`src/common/ctdr_regs.svh`:
```
/*
 * Register map, field positions, codes and timing counts of the cable
 * reflectometry diagnostics block.
 * Assumes a 16-bit register port with a 6-bit word address.
 */
`ifndef CTDR_REGS_SVH
`define CTDR_REGS_SVH

`define CTDR_ADDR_CTRL        6'h1E
`define CTDR_ADDR_RSLT        6'h1F
`define CTDR_ADDR_IRQ_STS     6'h20
`define CTDR_ADDR_IRQ_CLR     6'h21
`define CTDR_ADDR_IRQ_EN      6'h22
`define CTDR_ADDR_PREREQ      6'h23

`define CTDR_REQ_HI           15
`define CTDR_REQ_LO           14
`define CTDR_TXSEL_HI         13
`define CTDR_TXSEL_LO         12
`define CTDR_RXSEL_HI         11
`define CTDR_RXSEL_LO         10
`define CTDR_DIST_HI          9
`define CTDR_DIST_LO          2
`define CTDR_SHORT_LO         2

`define CTDR_REQ_AUTO         2'h3
`define CTDR_REQ_SINGLE       2'h2
`define CTDR_REQ_VALID        2'h1
`define CTDR_REQ_INVALID      2'h0

`define CTDR_FAULT_SHORT      2'h3
`define CTDR_FAULT_OPEN       2'h2
`define CTDR_FAULT_MISMATCH   2'h1
`define CTDR_FAULT_GOOD       2'h0

`define CTDR_DIST_NONE        8'hFF
`define CTDR_CTRL_RST         16'h0000
`define CTDR_RSLT_RST         16'h0000

`define CTDR_IRQ_DONE         0
`define CTDR_IRQ_INVALID      1
`define CTDR_IRQ_REFUSED      2

`define CTDR_PRE_DIAG_EN      0
`define CTDR_PRE_MODE_SEL     1
`define CTDR_PRE_STANDBY      2

`define CTDR_NUM_COMBOS       4'hA
`define CTDR_NUM_SHORTS       4'h6
`define CTDR_CLK_PERIOD_NS    25
`define CTDR_ECHO_TIMEOUT_NS  100000
`define CTDR_ECHO_TIMEOUT_CYC (`CTDR_ECHO_TIMEOUT_NS / `CTDR_CLK_PERIOD_NS)

`endif

```
`src/common/ctdr_pkg.sv`:
```
/*
 * Types shared by the reflectometry diagnostics sequencer and probe.
 * Assumes nothing beyond a SystemVerilog compiler.
 */
package ctdr_pkg;

    typedef logic [1:0] ctdr_pair_type;
    typedef logic [1:0] ctdr_fault_type;

    typedef enum logic [1:0] {
        ST_IDLE,
        ST_LAUNCH,
        ST_WAIT,
        ST_FINISH
    } ctdr_seq_state_type;

    typedef enum logic {
        PR_IDLE,
        PR_WAIT
    } ctdr_probe_state_type;

endpackage

```
`src/rtl/ctdr_top.sv`:
```
/*
 * Cable reflectometry diagnostics: control and result registers, the run
 * sequencer over the pair combinations, and the event interrupt.
 * Assumes a same-clock register port with read data one cycle after the
 * read strobe, and an analog front end answering on the same clock.
 */
// Our own choice: the address-and-strobe port.
`timescale 1ns/1ps
`include "ctdr_regs.svh"

// Notes on behaviour
// RULE_01 - Request code 11 runs all ten combinations
// RULE_02 - Request code 10 runs one selected combination
// RULE_03 - Host enables diagnostics, selects mode, enters standby
// RULE_04 - Upper request bit clears when run ends
// RULE_05 - Lower request bit then reports result validity
// RULE_06 - Field reads 11 or 10 while running
// RULE_07 - Send select picks pulse pair A..D
// RULE_08 - Listen select picks echo pair A..D
// RULE_09 - Automatic run ignores both pair selects
// RULE_10 - Distance: chosen pair, or last fault found
// RULE_11 - Automatic order: shorts first, then D,C,B,A
// RULE_12 - No fault found loads distance all ones
// RULE_13 - Distance code is linear in meters
// RULE_14 - Host converts code: minus eight, times 13/16
// RULE_15 - Per-pair two-bit fault type, A uppermost
// RULE_16 - Pair A field holds single-pair result
// RULE_17 - Bits 7..2 flag inter-pair shorts AB..CD
// RULE_18 - Automatic results all present at run end
// RULE_19 - Host polls until in-progress indication clears
module ctdr_top
    import ctdr_pkg::*;
#(
    parameter int TIMEOUT_CYC = `CTDR_ECHO_TIMEOUT_CYC
)(
    // Clock and reset
    input  wire logic           i_ref_clk,
    input  wire logic           i_nrst,

    // Register port
    input  wire logic [5:0]     i_addr,
    input  wire logic [15:0]    i_wdata,
    input  wire logic           i_wr,
    input  wire logic           i_rd,
    output logic [15:0]         o_rdata,

    // Interrupt and status
    output logic                o_irq,
    output logic                o_busy,

    // Analog front end
    output logic                o_pulse_fire,
    output ctdr_pair_type       o_pulse_tx_pair,
    output ctdr_pair_type       o_pulse_rx_pair,
    input  wire logic           i_echo_done,
    input  wire ctdr_fault_type i_echo_type,
    input  wire logic [7:0]     i_echo_range
);

    ctdr_seq_state_type st_r;
    ctdr_seq_state_type st_nxt;

    logic [3:0]         idx_r;
    logic [3:0]         idx_nxt;

    logic [1:0]         req_r;
    logic [1:0]         req_nxt;

    ctdr_pair_type      tx_sel_r;
    ctdr_pair_type      tx_sel_nxt;

    ctdr_pair_type      rx_sel_r;
    ctdr_pair_type      rx_sel_nxt;

    logic [7:0]         dist_r;
    logic [7:0]         dist_nxt;

    logic [15:0]        rslt_r;
    logic [15:0]        rslt_nxt;

    logic               bad_r;
    logic               bad_nxt;

    logic               start_r;
    logic               start_nxt;

    logic [2:0]         prereq_r;

    logic [2:0]         irq_sts_r;
    logic [2:0]         irq_sts_nxt;
    logic [2:0]         irq_en_r;

    logic [2:0]         evt;
    logic               evt_done;
    logic               evt_bad;
    logic               evt_refused;

    // Probe answers
    logic               pr_done;
    logic               pr_ok;
    ctdr_fault_type     pr_type;
    logic [7:0]         pr_range;

    // Address decode
    wire wr_ctrl   = i_wr && (i_addr == `CTDR_ADDR_CTRL);
    wire wr_rslt   = i_wr && (i_addr == `CTDR_ADDR_RSLT);
    wire wr_clr    = i_wr && (i_addr == `CTDR_ADDR_IRQ_CLR);
    wire wr_en     = i_wr && (i_addr == `CTDR_ADDR_IRQ_EN);
    wire wr_prereq = i_wr && (i_addr == `CTDR_ADDR_PREREQ);

    // The run is only meaningful in the documented setup
    wire prereq_ok = prereq_r[`CTDR_PRE_DIAG_EN]
                   & ~prereq_r[`CTDR_PRE_MODE_SEL]
                   & prereq_r[`CTDR_PRE_STANDBY]; // RULE_03

    wire [1:0] wr_req  = i_wdata[`CTDR_REQ_HI:`CTDR_REQ_LO];

    wire       is_auto = req_r[0];
    wire       last    = ~is_auto || (idx_r == (`CTDR_NUM_COMBOS - 4'h1));
    wire       is_short_step = is_auto && (idx_r < `CTDR_NUM_SHORTS);
    wire       is_fault = (pr_type != `CTDR_FAULT_GOOD);

    // Combination table: shorts CD,BD,BC,AD,AC,AB, then pairs D,C,B,A
    // Step 9, pair A, is the default entry
    function automatic logic [3:0] combo(input logic [3:0] i);
        logic [3:0] r;
        r = 4'h0;

        unique case (i)
            4'h0:    r = 4'hB;
            4'h1:    r = 4'h7;
            4'h2:    r = 4'h6;
            4'h3:    r = 4'h3;
            4'h4:    r = 4'h2;
            4'h5:    r = 4'h1;
            4'h6:    r = 4'hF;
            4'h7:    r = 4'hA;
            4'h8:    r = 4'h5;
            default: r = 4'h0;
        endcase

        return r;
    endfunction

    wire [3:0] combo_pairs = combo(idx_r); // RULE_11

    // Selects only steer a single-pair run
    wire ctdr_pair_type probe_tx = is_auto ? combo_pairs[3:2] : tx_sel_r; // RULE_07 RULE_09
    wire ctdr_pair_type probe_rx = is_auto ? combo_pairs[1:0] : rx_sel_r; // RULE_08 RULE_09

    // Result field positions for the current step
    wire [3:0] short_bit = 4'(`CTDR_SHORT_LO) + idx_r; // RULE_17
    wire [1:0] pair_no   = 2'(4'h9 - idx_r);
    wire [3:0] type_lo   = 4'(4'hE - {1'b0, pair_no, 1'b0}); // RULE_15

    // Read side
    wire [15:0] ctrl_view = {req_r, tx_sel_r, rx_sel_r, dist_r, 2'b00};

    wire [15:0] rd_mux =
        (i_addr == `CTDR_ADDR_CTRL)    ? ctrl_view :
        (i_addr == `CTDR_ADDR_RSLT)    ? rslt_r :
        (i_addr == `CTDR_ADDR_IRQ_STS) ? {13'h0000, irq_sts_r} :
        (i_addr == `CTDR_ADDR_IRQ_EN)  ? {13'h0000, irq_en_r} :
        (i_addr == `CTDR_ADDR_PREREQ)  ? {13'h0000, prereq_r} :
                                         16'h0000;

    always_comb begin
        st_nxt      = st_r;
        idx_nxt     = idx_r;
        req_nxt     = req_r;
        tx_sel_nxt  = tx_sel_r;
        rx_sel_nxt  = rx_sel_r;
        dist_nxt    = dist_r;
        rslt_nxt    = rslt_r;
        bad_nxt     = bad_r;
        start_nxt   = 1'b0;
        evt_done    = 1'b0;
        evt_bad     = 1'b0;
        evt_refused = 1'b0;

        unique case (st_r)
            ST_IDLE: begin
                if (wr_rslt) begin
                    rslt_nxt = {i_wdata[15:2], 2'b00};
                end
                if (wr_ctrl) begin
                    req_nxt    = wr_req;
                    tx_sel_nxt = i_wdata[`CTDR_TXSEL_HI:`CTDR_TXSEL_LO];
                    rx_sel_nxt = i_wdata[`CTDR_RXSEL_HI:`CTDR_RXSEL_LO];
                    dist_nxt   = i_wdata[`CTDR_DIST_HI:`CTDR_DIST_LO];
                    if (wr_req[1]) begin
                        // Fresh run: old results are wiped first
                        idx_nxt  = 4'h0;
                        rslt_nxt = `CTDR_RSLT_RST;
                        dist_nxt = `CTDR_DIST_NONE; // RULE_12
                        bad_nxt  = ~prereq_ok;
                        st_nxt   = prereq_ok ? ST_LAUNCH : ST_FINISH; // RULE_01 RULE_02
                    end
                end
            end

            ST_LAUNCH: begin
                start_nxt = 1'b1;
                st_nxt    = ST_WAIT;
            end

            // A timed-out step advances but spoils validity
            ST_WAIT: begin
                if (pr_done) begin
                    if (!pr_ok) begin
                        bad_nxt = 1'b1;
                    end

                    if (!is_auto) begin
                        rslt_nxt[15:14] = pr_type; // RULE_16
                        dist_nxt = is_fault ? pr_range : `CTDR_DIST_NONE; // RULE_10 RULE_12
                    end else begin
                        if (is_short_step) begin
                            rslt_nxt[short_bit] = (pr_type == `CTDR_FAULT_SHORT); // RULE_17
                        end else begin
                            rslt_nxt[type_lo +: 2] = pr_type; // RULE_15 RULE_18
                        end
                        if (is_fault) begin
                            dist_nxt = pr_range; // RULE_10 RULE_13
                        end
                    end

                    if (last) begin
                        st_nxt = ST_FINISH;
                    end else begin
                        idx_nxt = idx_r + 4'h1; // RULE_01 RULE_11
                        st_nxt  = ST_LAUNCH;
                    end
                end
            end

            // Request bit 15 self-clears here
            ST_FINISH: begin
                req_nxt  = {1'b0, ~bad_r}; // RULE_04 RULE_05
                evt_done = 1'b1;
                evt_bad  = bad_r;
                st_nxt   = ST_IDLE;
            end
        endcase

        if (st_r != ST_IDLE) begin
            // Setup lost mid-run spoils the results
            if (!prereq_ok) begin
                bad_nxt = 1'b1;
            end
            // A busy run cannot be restarted or overwritten
            if (wr_ctrl || wr_rslt) begin
                evt_refused = 1'b1;
            end
        end
    end

    assign evt = {evt_refused, evt_bad, evt_done};

    // Hardware set wins over a clear in the same cycle
    assign irq_sts_nxt = (irq_sts_r & ~(wr_clr ? i_wdata[2:0] : 3'h0)) | evt;

    always_ff @(posedge i_ref_clk or negedge i_nrst) begin
        if (!i_nrst) begin
            st_r     <= ST_IDLE;
            idx_r    <= 4'h0;
            req_r    <= `CTDR_REQ_INVALID;
            tx_sel_r <= 2'h0;
            rx_sel_r <= 2'h0;
            dist_r   <= 8'h00;
            rslt_r   <= `CTDR_RSLT_RST;
            bad_r    <= 1'b0;
            start_r  <= 1'b0;
        end else begin
            st_r     <= st_nxt;
            idx_r    <= idx_nxt;
            req_r    <= req_nxt; // RULE_06
            tx_sel_r <= tx_sel_nxt;
            rx_sel_r <= rx_sel_nxt;
            dist_r   <= dist_nxt;
            rslt_r   <= rslt_nxt;
            bad_r    <= bad_nxt;
            start_r  <= start_nxt;
        end
    end

    always_ff @(posedge i_ref_clk or negedge i_nrst) begin
        if (!i_nrst) begin
            prereq_r  <= 3'h0;
            irq_sts_r <= 3'h0;
            irq_en_r  <= 3'h0;
            o_irq     <= 1'b0;
        end else begin
            if (wr_prereq) begin
                prereq_r <= i_wdata[2:0];
            end

            if (wr_en) begin
                irq_en_r <= i_wdata[2:0];
            end

            irq_sts_r <= irq_sts_nxt;
            o_irq     <= |(irq_sts_nxt & (wr_en ? i_wdata[2:0] : irq_en_r));
        end
    end

    // Read data stands for exactly the cycle after the strobe
    always_ff @(posedge i_ref_clk or negedge i_nrst) begin
        if (!i_nrst) begin
            o_rdata <= 16'h0000;
        end else begin
            o_rdata <= i_rd ? rd_mux : 16'h0000;
        end
    end

    always_ff @(posedge i_ref_clk or negedge i_nrst) begin
        if (!i_nrst) begin
            o_busy <= 1'b0;
        end else begin
            o_busy <= (st_nxt != ST_IDLE);
        end
    end

    // One measurement in flight at a time
    ctdr_probe #(
        .TIMEOUT_CYC (TIMEOUT_CYC)
    ) u_probe (
        .i_ref_clk    (i_ref_clk),
        .i_nrst       (i_nrst),
        .i_start      (start_r),
        .i_tx_pair    (probe_tx),
        .i_rx_pair    (probe_rx),
        .o_fire       (o_pulse_fire),
        .o_tx_pair    (o_pulse_tx_pair),
        .o_rx_pair    (o_pulse_rx_pair),
        .i_echo_done  (i_echo_done),
        .i_echo_type  (i_echo_type),
        .i_echo_range (i_echo_range),
        .o_done       (pr_done),
        .o_ok         (pr_ok),
        .o_type       (pr_type),
        .o_range      (pr_range)
    );

endmodule // ctdr_top

```
`src/rtl/ctdr_probe.sv`:
```
/*
 * One reflectometry measurement: fires a pulse on the chosen send pair,
 * then waits for the echo result of the analog front end or a timeout.
 * Assumes the front end answers on the same clock with a one-cycle strobe.
 */
`timescale 1ns/1ps
`include "ctdr_regs.svh"

module ctdr_probe
    import ctdr_pkg::*;
#(
    parameter int TIMEOUT_CYC = `CTDR_ECHO_TIMEOUT_CYC
)(
    // Clock and reset
    input  wire logic          i_ref_clk,
    input  wire logic          i_nrst,
    // Request from sequencer
    input  wire logic          i_start,
    input  wire ctdr_pair_type i_tx_pair,
    input  wire ctdr_pair_type i_rx_pair,
    // Front end
    output logic               o_fire,
    output ctdr_pair_type      o_tx_pair,
    output ctdr_pair_type      o_rx_pair,
    input  wire logic          i_echo_done,
    input  wire ctdr_fault_type i_echo_type,
    input  wire logic [7:0]    i_echo_range,
    // Result
    output logic               o_done,
    output logic               o_ok,
    output ctdr_fault_type     o_type,
    output logic [7:0]         o_range
);

    localparam logic [15:0] TMO_LAST = 16'(TIMEOUT_CYC - 1);

    ctdr_probe_state_type st_r;
    logic [15:0]          tmr_r;

    wire timed_out = (tmr_r == TMO_LAST);

    always_ff @(posedge i_ref_clk or negedge i_nrst) begin
        if (!i_nrst) begin
            st_r      <= PR_IDLE;
            tmr_r     <= 16'h0000;
            o_fire    <= 1'b0;
            o_tx_pair <= 2'h0;
            o_rx_pair <= 2'h0;
            o_done    <= 1'b0;
            o_ok      <= 1'b0;
            o_type    <= `CTDR_FAULT_GOOD;
            o_range   <= `CTDR_DIST_NONE;
        end else begin
            o_fire <= 1'b0;
            o_done <= 1'b0;
            unique case (st_r)
                PR_IDLE: begin
                    if (i_start) begin
                        o_fire    <= 1'b1;
                        o_tx_pair <= i_tx_pair;
                        o_rx_pair <= i_rx_pair;
                        tmr_r     <= 16'h0000;
                        st_r      <= PR_WAIT;
                    end
                end
                PR_WAIT: begin
                    tmr_r <= tmr_r + 16'h0001;
                    if (i_echo_done) begin
                        o_done  <= 1'b1;
                        o_ok    <= 1'b1;
                        o_type  <= i_echo_type;
                        o_range <= i_echo_range;
                        st_r    <= PR_IDLE;
                    end else if (timed_out) begin
                        // A silent front end yields an invalid, fault-free answer
                        o_done  <= 1'b1;
                        o_ok    <= 1'b0;
                        o_type  <= `CTDR_FAULT_GOOD;
                        o_range <= `CTDR_DIST_NONE;
                        st_r    <= PR_IDLE;
                    end
                end
            endcase
        end
    end

endmodule // ctdr_probe

```
`config.mk`:
```
export PLATFORM = sky130hd
export DESIGN_NAME = ctdr_top
export DESIGN_NICKNAME = d
export VERILOG_FILES = /design/src/common/ctdr_pkg.sv /design/src/rtl/ctdr_top.sv /design/src/rtl/ctdr_probe.sv
export VERILOG_INCLUDE_DIRS = /design/src /design/src/common
export SDC_FILE = /design/constraint.sdc
export NUM_CORES = 1
export LEC_CHECK = 0
export BUFFER_PORTS_ARGS = -buffer_cell sky130_fd_sc_hd__buf_2
export CAP_MARGIN = 0
export CORE_ASPECT_RATIO = 1.25
export CORE_MARGIN = 10
export CORE_UTILIZATION = 59
export DETAILED_ROUTE_END_ITERATION = 10
export GPL_TIMING_DRIVEN = 0
export PLACE_DENSITY = 0.77
export SLEW_MARGIN = 40
export SYNTH_ARGS = -nofsm -noshare
export SYNTH_HDL_FRONTEND = slang
export SYNTH_SLANG_ARGS = --single-unit
```
`constraint.sdc`:
```
create_clock -name i_ref_clk -period 2.6 [get_ports i_ref_clk]
set_input_delay 0.52 -clock i_ref_clk [delete_from_list [all_inputs] [get_ports i_ref_clk]]
set_output_delay 0.52 -clock i_ref_clk [all_outputs]
set_load 0.03 [all_outputs]
```
# After elaboration in Yosys (flattened, before gate mapping)
# Memories as Yosys holds them, arrays and structs flattened.
# Cells that the tools add are included.
totals:
  rom_bits: 64
  reg_bits: 99
  n_memories: 1
  wordCells: 162
mem_list:
  columns: ["name", "depth", "word_bits", "rd", "rd_clocked_by_memory_dff", "wr", "line_no", "rtl"]
  rows:
  - ["(name not given)", 16, 4, 1, 0, 0, "ctdr_top.sv:129", "unique case (i)"]
op_classes:
  n_eq_ne: 19
  magnitude_cmp: 3
  addsub: 6
  shift: 2
  n_reduce_logical: 25
  n_bitwise: 11
  n_mux: 70
ops:
  columns: ["op", "n"]
  rows:
  - ["$mux W16", 9]
  - ["$mux W8", 8]
  - ["$pmux W16 S2", 2]
  - ["$bwmux W16", 2]
  - ["$eq A6 B6 Y1 const B", 4]
  - ["$mux W2", 11]
  - ["$mux W1", 21]
  - ["$add A16 B1 Y16 const B", 1]
  - ["$eq A16 B12 Y1 const B", 1]
  - ["$mux W4", 4]
  - ["$pmux W8 S2", 1]
  - ["$shift A2 B6 Y16 const A", 1]
  - ["$shiftx A2 B6 Y16", 1]
  - ["$mux W3", 5]
  - ["$mux W14", 1]
  - ["$eq A6 B5 Y1 const B", 2]
  - ["$reduce_bool A2 Y1", 6]
  - ["$ne A2 B2 Y1 const B", 5]
  - ["$reduce_and A2 Y1", 5]
  - ["$pmux W2 S4", 1]
  - ["$pmux W4 S2", 1]
  - ["$logic_and A1 B1 Y1", 7]
  - ["$and A3 B3 Y3", 2]
  - ["$eq A2 B2 Y1 const B", 3]
  - ["25 further kinds", 32]

# Logic depth before layout (Yosys ltp)
logic_depth:
  word_depth: 10
  ltp_mapped: 9

# Cells and area by module
# A second synthesis with hierarchy kept.
unflattened:
  cells_unflattened: 529
  area_unflattened_um2: 5360.1
modules_own_cells:
  columns: ["mod", "cells_each", "instances", "area_each_um2"]
  rows:
  - ["ctdr_top", 388, 1, 3822.4]
  - ["ctdr_probe", 141, 1, 1537.7]

# Worst setup path after synthesis
# No wires, ideal clock.
synth_path:
  path_kind: "in2reg"
  from: "in i_addr[3]"
  to: "reg o_irq"
  stages: 5
  required_ns: 2.474
  n_path_buf: 0
  t_arrival_ns: 2.012
  path_slack_ns: 0.462
  cell_sequence: "or4b_4 > nor3_2 > mux2_2 > and2_1 > a221o_1"
synth_via:
  elab_chain_len: 8
  elab_cells_between_ends: 18
  classes_between: "eq/ne: 4; mux: 4; bitwise: 4; reduce/logical: 6"
synth_rtl:
  columns: ["element", "line_no", "rtl"]
  rows:
  - ["from (decl)", "ctdr_top.sv:41", "input wire logic [5:0] i_addr,"]
  - ["$eq A6 B5 Y1 (no source line) / $eq A6 B6 Y1 (equally long branches)", null, null]
  - ["$logic_and A1 B1 Y1 (on tied branches)", "ctdr_top.sv:105, ctdr_top.sv:106, ctdr_top.sv:107", null]
  - ["$logic_or A1 B1 Y1 / $mux W3 (equally long branches)", "ctdr_top.sv:252, ctdr_top.sv:261", null]
  - ["$mux W1 / $not A3 Y3 (equally long branches)", "ctdr_top.sv:252, ctdr_top.sv:261", null]
  - ["$mux W1 / $and A3 B3 Y3 (equally long branches)", "ctdr_top.sv:246, ctdr_top.sv:261", null]
  - ["$or A3 B3 Y3", "ctdr_top.sv:261", "assign irq_sts_nxt = (irq_sts_r & ~(wr_clr ? i_wdata[2:0] : 3'h0)) | evt;"]
  - ["$and A3 B3 Y3 (*)", "ctdr_top.sv:303", "o_irq <= |(irq_sts_nxt & (wr_en ? i_wdata[2:0] : irq_en_r));"]
  - ["$reduce_or A3 Y1 (*)", "ctdr_top.sv:303", null]
  - ["to (signal assigned)", "ctdr_top.sv:303", null]
  - ["to (decl)", "ctdr_top.sv:48", "output logic o_irq,"]
# Every way passes the cells marked *; elsewhere a longest branch is shown, timed or not.
# A chain may end at the register's enable or synchronous reset.

# Worst setup path after layout
layout_path:
  from: "reg idx_r[0]"
  to: "reg rslt_r[7]"
layout_via:
  elab_chain_len: 10
  elab_cells_between_ends: 19
  classes_between: "add/sub: 4; order compare: 3; shift: 2; mux: 8; reduce/logical: 2"
layout_rtl:
  columns: ["element", "line_no", "rtl"]
  rows:
  - ["from (decl)", "ctdr_top.sv:63", "logic [3:0] idx_r;"]
  - ["from (signal assigned)", "ctdr_top.sv:276", "idx_r <= idx_nxt;"]
  - ["branches (longest 6 deep; another with $neg A4 Y6)", null, null]
  - ["$mux W16 (*)", "ctdr_top.sv:218", "if (is_short_step) begin"]
  - ["$mux W14 (*)", "ctdr_top.sv:214", "if (!is_auto) begin"]
  - ["$mux W16 (*)", "ctdr_top.sv:209", "if (pr_done) begin"]
  - ["$pmux W16 S2 (*)", "ctdr_top.sv:181", "unique case (st_r)"]
  - ["to (signal assigned)", "ctdr_top.sv:271", "rslt_r <= `CTDR_RSLT_RST;"]
  - ["to (signal assigned)", "ctdr_top.sv:281", "rslt_r <= rslt_nxt;"]
  - ["to (decl)", "ctdr_top.sv:78", "logic [15:0] rslt_r;"]
# Every way passes the cells marked *. The select of a mux whose other input is x is not followed.

==> qor.txt <==
POWER
---------------------------------------------------------------------------------
Leakage power                                                            2.669 nW
Total power per unit cell area                                       644.1 nW/um^2
Max VDD drop                                                            0.3740 mV

YOSYS
---------------------------------------------------------------------------------
Syn avg cell area                                                     9.547 sq um
Share of synthesized cell area in and, or, nand and nor gates              18.75%
Number of synthesis warnings                                                    0
Area share of the largest cell type after synthesis                        43.69%
Combined area of all synthesized cells                                 5212 sq um
Syn_nets                                                                      593
Gate count of the mapped netlist                                              546
Post-synthesis sequential area ratio                                       47.72%
Fraction of the mapped netlist area in adder cells                         2.400%
Mux contribution to synthesized area                                       6.097%
Post-synthesis sequential element count                                        99
Most used flip-flop cell after synthesis                                  dfrtp_1
Yosys cell types                                                               64
Complex-gate fraction of the synthesized area                              20.64%
Post-synthesis share of cell area spent on xor and xnor gates             0.6721%
Number of flops mapped to enable cells by yosys                                 0
Library cell occupying the most area in the post-synthesis netlist        dfrtp_1
Combinational family with the most area after synthesis              compound AO/OA/AOI/OAI gates
Top post-synthesis cells by area                                     dfrtp_1, nand2_1, o21ai_0
Share of synthesized registers carrying an async set or reset              100.0%

TIMING
---------------------------------------------------------------------------------
Clock Skew                                                             0.01111 ns
F_max                                                                  0.4082 GHz
Unrepaired setup endpoints after global routing                             false
Relative slew margins                                                      51.26%
Number of max-slew violations in the final report                               0
Final period demand of the worst path                                    2.450 ns
Final setup fails                                                               0
Post-layout worst setup margin                                          0.1500 ns
Least-Margin Pin Slew                                                   0.7267 ns
Final worst path period share                                              94.23%
Final count of hold timing violations                                           0
Tightest hold margin                                                   0.05660 ns

ROUTING
---------------------------------------------------------------------------------
Total routed wirelength                                                  15.36 mm
Average via count per standard cell                                         6.285
Number of optimization iterations in the first detailed-route pass              5
Post-route DRC                                                                  0
DRC violation total after the first TritonRoute iteration                     410
Routed via count                                                             4651
Number of nets with antenna violations after routing                            0
Routed wire length per instance                                      20.75 microns

WORST SETUP PATH
---------------------------------------------------------------------------------
Crit path max fanout                                                           10
Worst endpoint required time                                              2.88 ns
Path depth of the worst reg2reg path                                            8
Type of the worst setup path                                              reg2reg
Arrival time at the worst endpoint                                        2.73 ns
Sort of element at the end of the critical path                         flip-flop
Startpoint of the lowest-slack register-to-register path                 idx_r[0]
Crit Reg-Reg Endpoint                                                   rslt_r[7]
Critical Path Source Type                                               flip-flop
R2R Setup Slk                                                             0.15 ns

DIE
---------------------------------------------------------------------------------
Horizontal die dimension                                             104.1 microns
Chip height                                                          125.1 microns
Initial standard-cell utilization of the core                              60.24%
Std cell rows                                                                  38
Full die area                                                         13020 sq um
Number of top-level design ports                                               60
Core region area                                                       8653 sq um

PLACEMENT
---------------------------------------------------------------------------------
IO Port Bufs                                                                   58
RD Place Congestion                                                         1.012
Setup slack after placement                                            -0.2441 ns
Post-DP HPWL                                                             11.69 mm
Inst Count DP                                                                 725

GLOBAL ROUTING
---------------------------------------------------------------------------------
Antenna violations before repair                                                0
Global route total overflow                                                     0
Global-route wire length before repair                                   24.92 mm
Number of global-route vias before repair                                    4711
Gr usage total                                                             23.54%
Pin count of the biggest net entering global routing                           51

FINAL LAYOUT
---------------------------------------------------------------------------------
Synthesis-to-finish area growth                                            12.63%
Net total in the final layout                                                 662
Fraction of final layout cells with drive strength greater than 1          17.74%
Count of fill cells added during filler insertion                             720
Number of diodes                                                                0
Filler-free cell count of the finished design                                 740

CLOCK NETWORK
---------------------------------------------------------------------------------
H-tree levels                                                                   3
CTS hold repair buffers                                                         0
# clock sinks                                                                  99
Clock-pin transition on the worst setup and hold timing paths             0.09 ns
CTS max path bufs                                                               2
Clock latency on the worst-skew pair                                      0.38 ns
Number of buffers inserted during clock tree synthesis                          9
Root buffer selected by CTS                                              clkbuf_8
TritonCTS clock tree                                                         done

JOB
---------------------------------------------------------------------------------
Max capacitance violation total                                                 0

MIN PATH
---------------------------------------------------------------------------------
Tightest Hold Check Type                                                 in2async

STATUS
---------------------------------------------------------------------------------
Result of the run                                                    complete, no violations

layout make-up:
class                      count  area (sq um)  area share [%]
tap                          120         150.1           2.558
timing repair buffer          59         324.1           5.520
clock buffer                  13         148.9           2.536
clock inverter                 3         22.52          0.3836
sequential                    99          2487           42.37
buffer                        34         148.9           2.536
inverter                      12         45.04          0.7673
multi-input combinational    400          2544           43.33
placed cells by master, fill, tap and decap left out, types with 7 or more instances in the layout:
cell | synthesis | final
inv_1 | 12 | 12
mux2i_1 | 25 | 25
a21oi_1 | 17 | 17
nand3_1 | 19 | 19
nor2_1 | 37 | 37
clkbuf_1 | 20 | 19
o22a_1 | 8 | 8
buf_2 | 10 | 67
dfstp_2 | 8 | 8
clkbuf_8 | 0 | 10
nand2b_1 | 7 | 7
dfrtp_1 | 91 | 91
ha_1 | 10 | 9
o21ai_0 | 54 | 54
o31ai_1 | 14 | 13
nor3_1 | 10 | 9
a221oi_1 | 12 | 12
o22ai_1 | 9 | 9
nand2_1 | 74 | 74
through the flow:
step	total power, mW	utilization [%]	area (sq um)	TNS [ns]
after floorplan	2.498	-	5213	0
after global placement	2.833	65.33	5653	-0.6727
after detailed placement	2.871	65.77	5692	-0.9560
after CTS	3.771	67.84	5871	0
after global routing	3.974	67.84	5871	0
final	3.781	67.84	5871	0
routing by layer:
metal  track usage (%)  up-vias  share of wire, %
met5                 0        -                 0
li1                  -     2158                 -
met2             40.10      202                50
met3             4.625       47               5.9
met4             10.50        0               3.6
met1             28.23     2244                41
registers in the layout, summed over array words and instances, names as in the netlist, 2 cells and up:
register	count
u_probe.o_rx_pair	2
prereq_r	3
u_probe.o_tx_pair	2
idx_r	4
st_r	2
u_probe.tmr_r	16
dist_r	8
tx_sel_r	2
o_rdata	16
irq_en_r	3
rslt_r	16
u_probe.o_range	8
rx_sel_r	2
u_probe.o_type	2
irq_sts_r	3
req_r	2
synth_stat cells, drive strengths merged, types with 6 or more instances:
library cell / number
dfrtp: 91
nand2b: 7
mux2: 6
a221oi: 12
ha: 10
mux2i: 25
dfstp: 8
o22a: 8
nor3: 13
and2: 7
nor2: 37
inv: 12
o31ai: 14
o21ai: 55
nand4: 6
a21oi: 17
nand3: 19
o22ai: 9
buf: 14
o211ai: 6
nand2: 74
clkbuf: 21
logic make-up (layout without fill, tap and decap cells):
| logic type | Yosys count | after routing |
|---|---|---|
| simple gates | 194 | 194 |
| compound gates | 161 | 161 |
| flops | 99 | 99 |
| buf+inv | 47 | 121 |
| mux | 31 | 31 |
| fa+ha+maj | 10 | 10 |
| xor+xnor | 4 | 4 |
where the power goes:
| group | switching, mW | internal, mW | total [mW] |
|---|---|---|---|
| Sequential | 0.118 | 1.73 | 1.84 |
| Combinational | 0.677 | 0.350 | 1.03 |
| Clock | 0.531 | 0.380 | 0.911 |
worst max-delay path, stage by stage (launching register included):
cell and delay [ns]:
dfrtp_1 0.44, clkbuf_2 0.27, inv_1 0.21, ha_1 0.37
clkbuf_2 0.30, nand2_1 0.13, nor4_1 0.27, a221oi_1 0.09
o31ai_1 0.27
worst max-delay path by stage:
stage | startpoint | endpoint | slack [ns]
4_1_cts | idx_r[0] | rslt_r[11] | 0.03
3_3_place_gp | idx_r[0] | rslt_r[3] | -0.22
5_1_grt | idx_r[0] | rslt_r[3] | 0.06
3_5_place_dp | idx_r[0] | rslt_r[3] | -0.24
2_1_floorplan | i_addr[3] | o_irq | 0.46
6_report | idx_r[0] | rslt_r[7] | 0.15
timing repair:
item / in CTS / in global routing
setup endpoints to repair: 10 / 12
setup buffers: 0 / 0
gates resized for setup: 3 / 3
No activity file was read; power rests on OpenSTA's default activity.
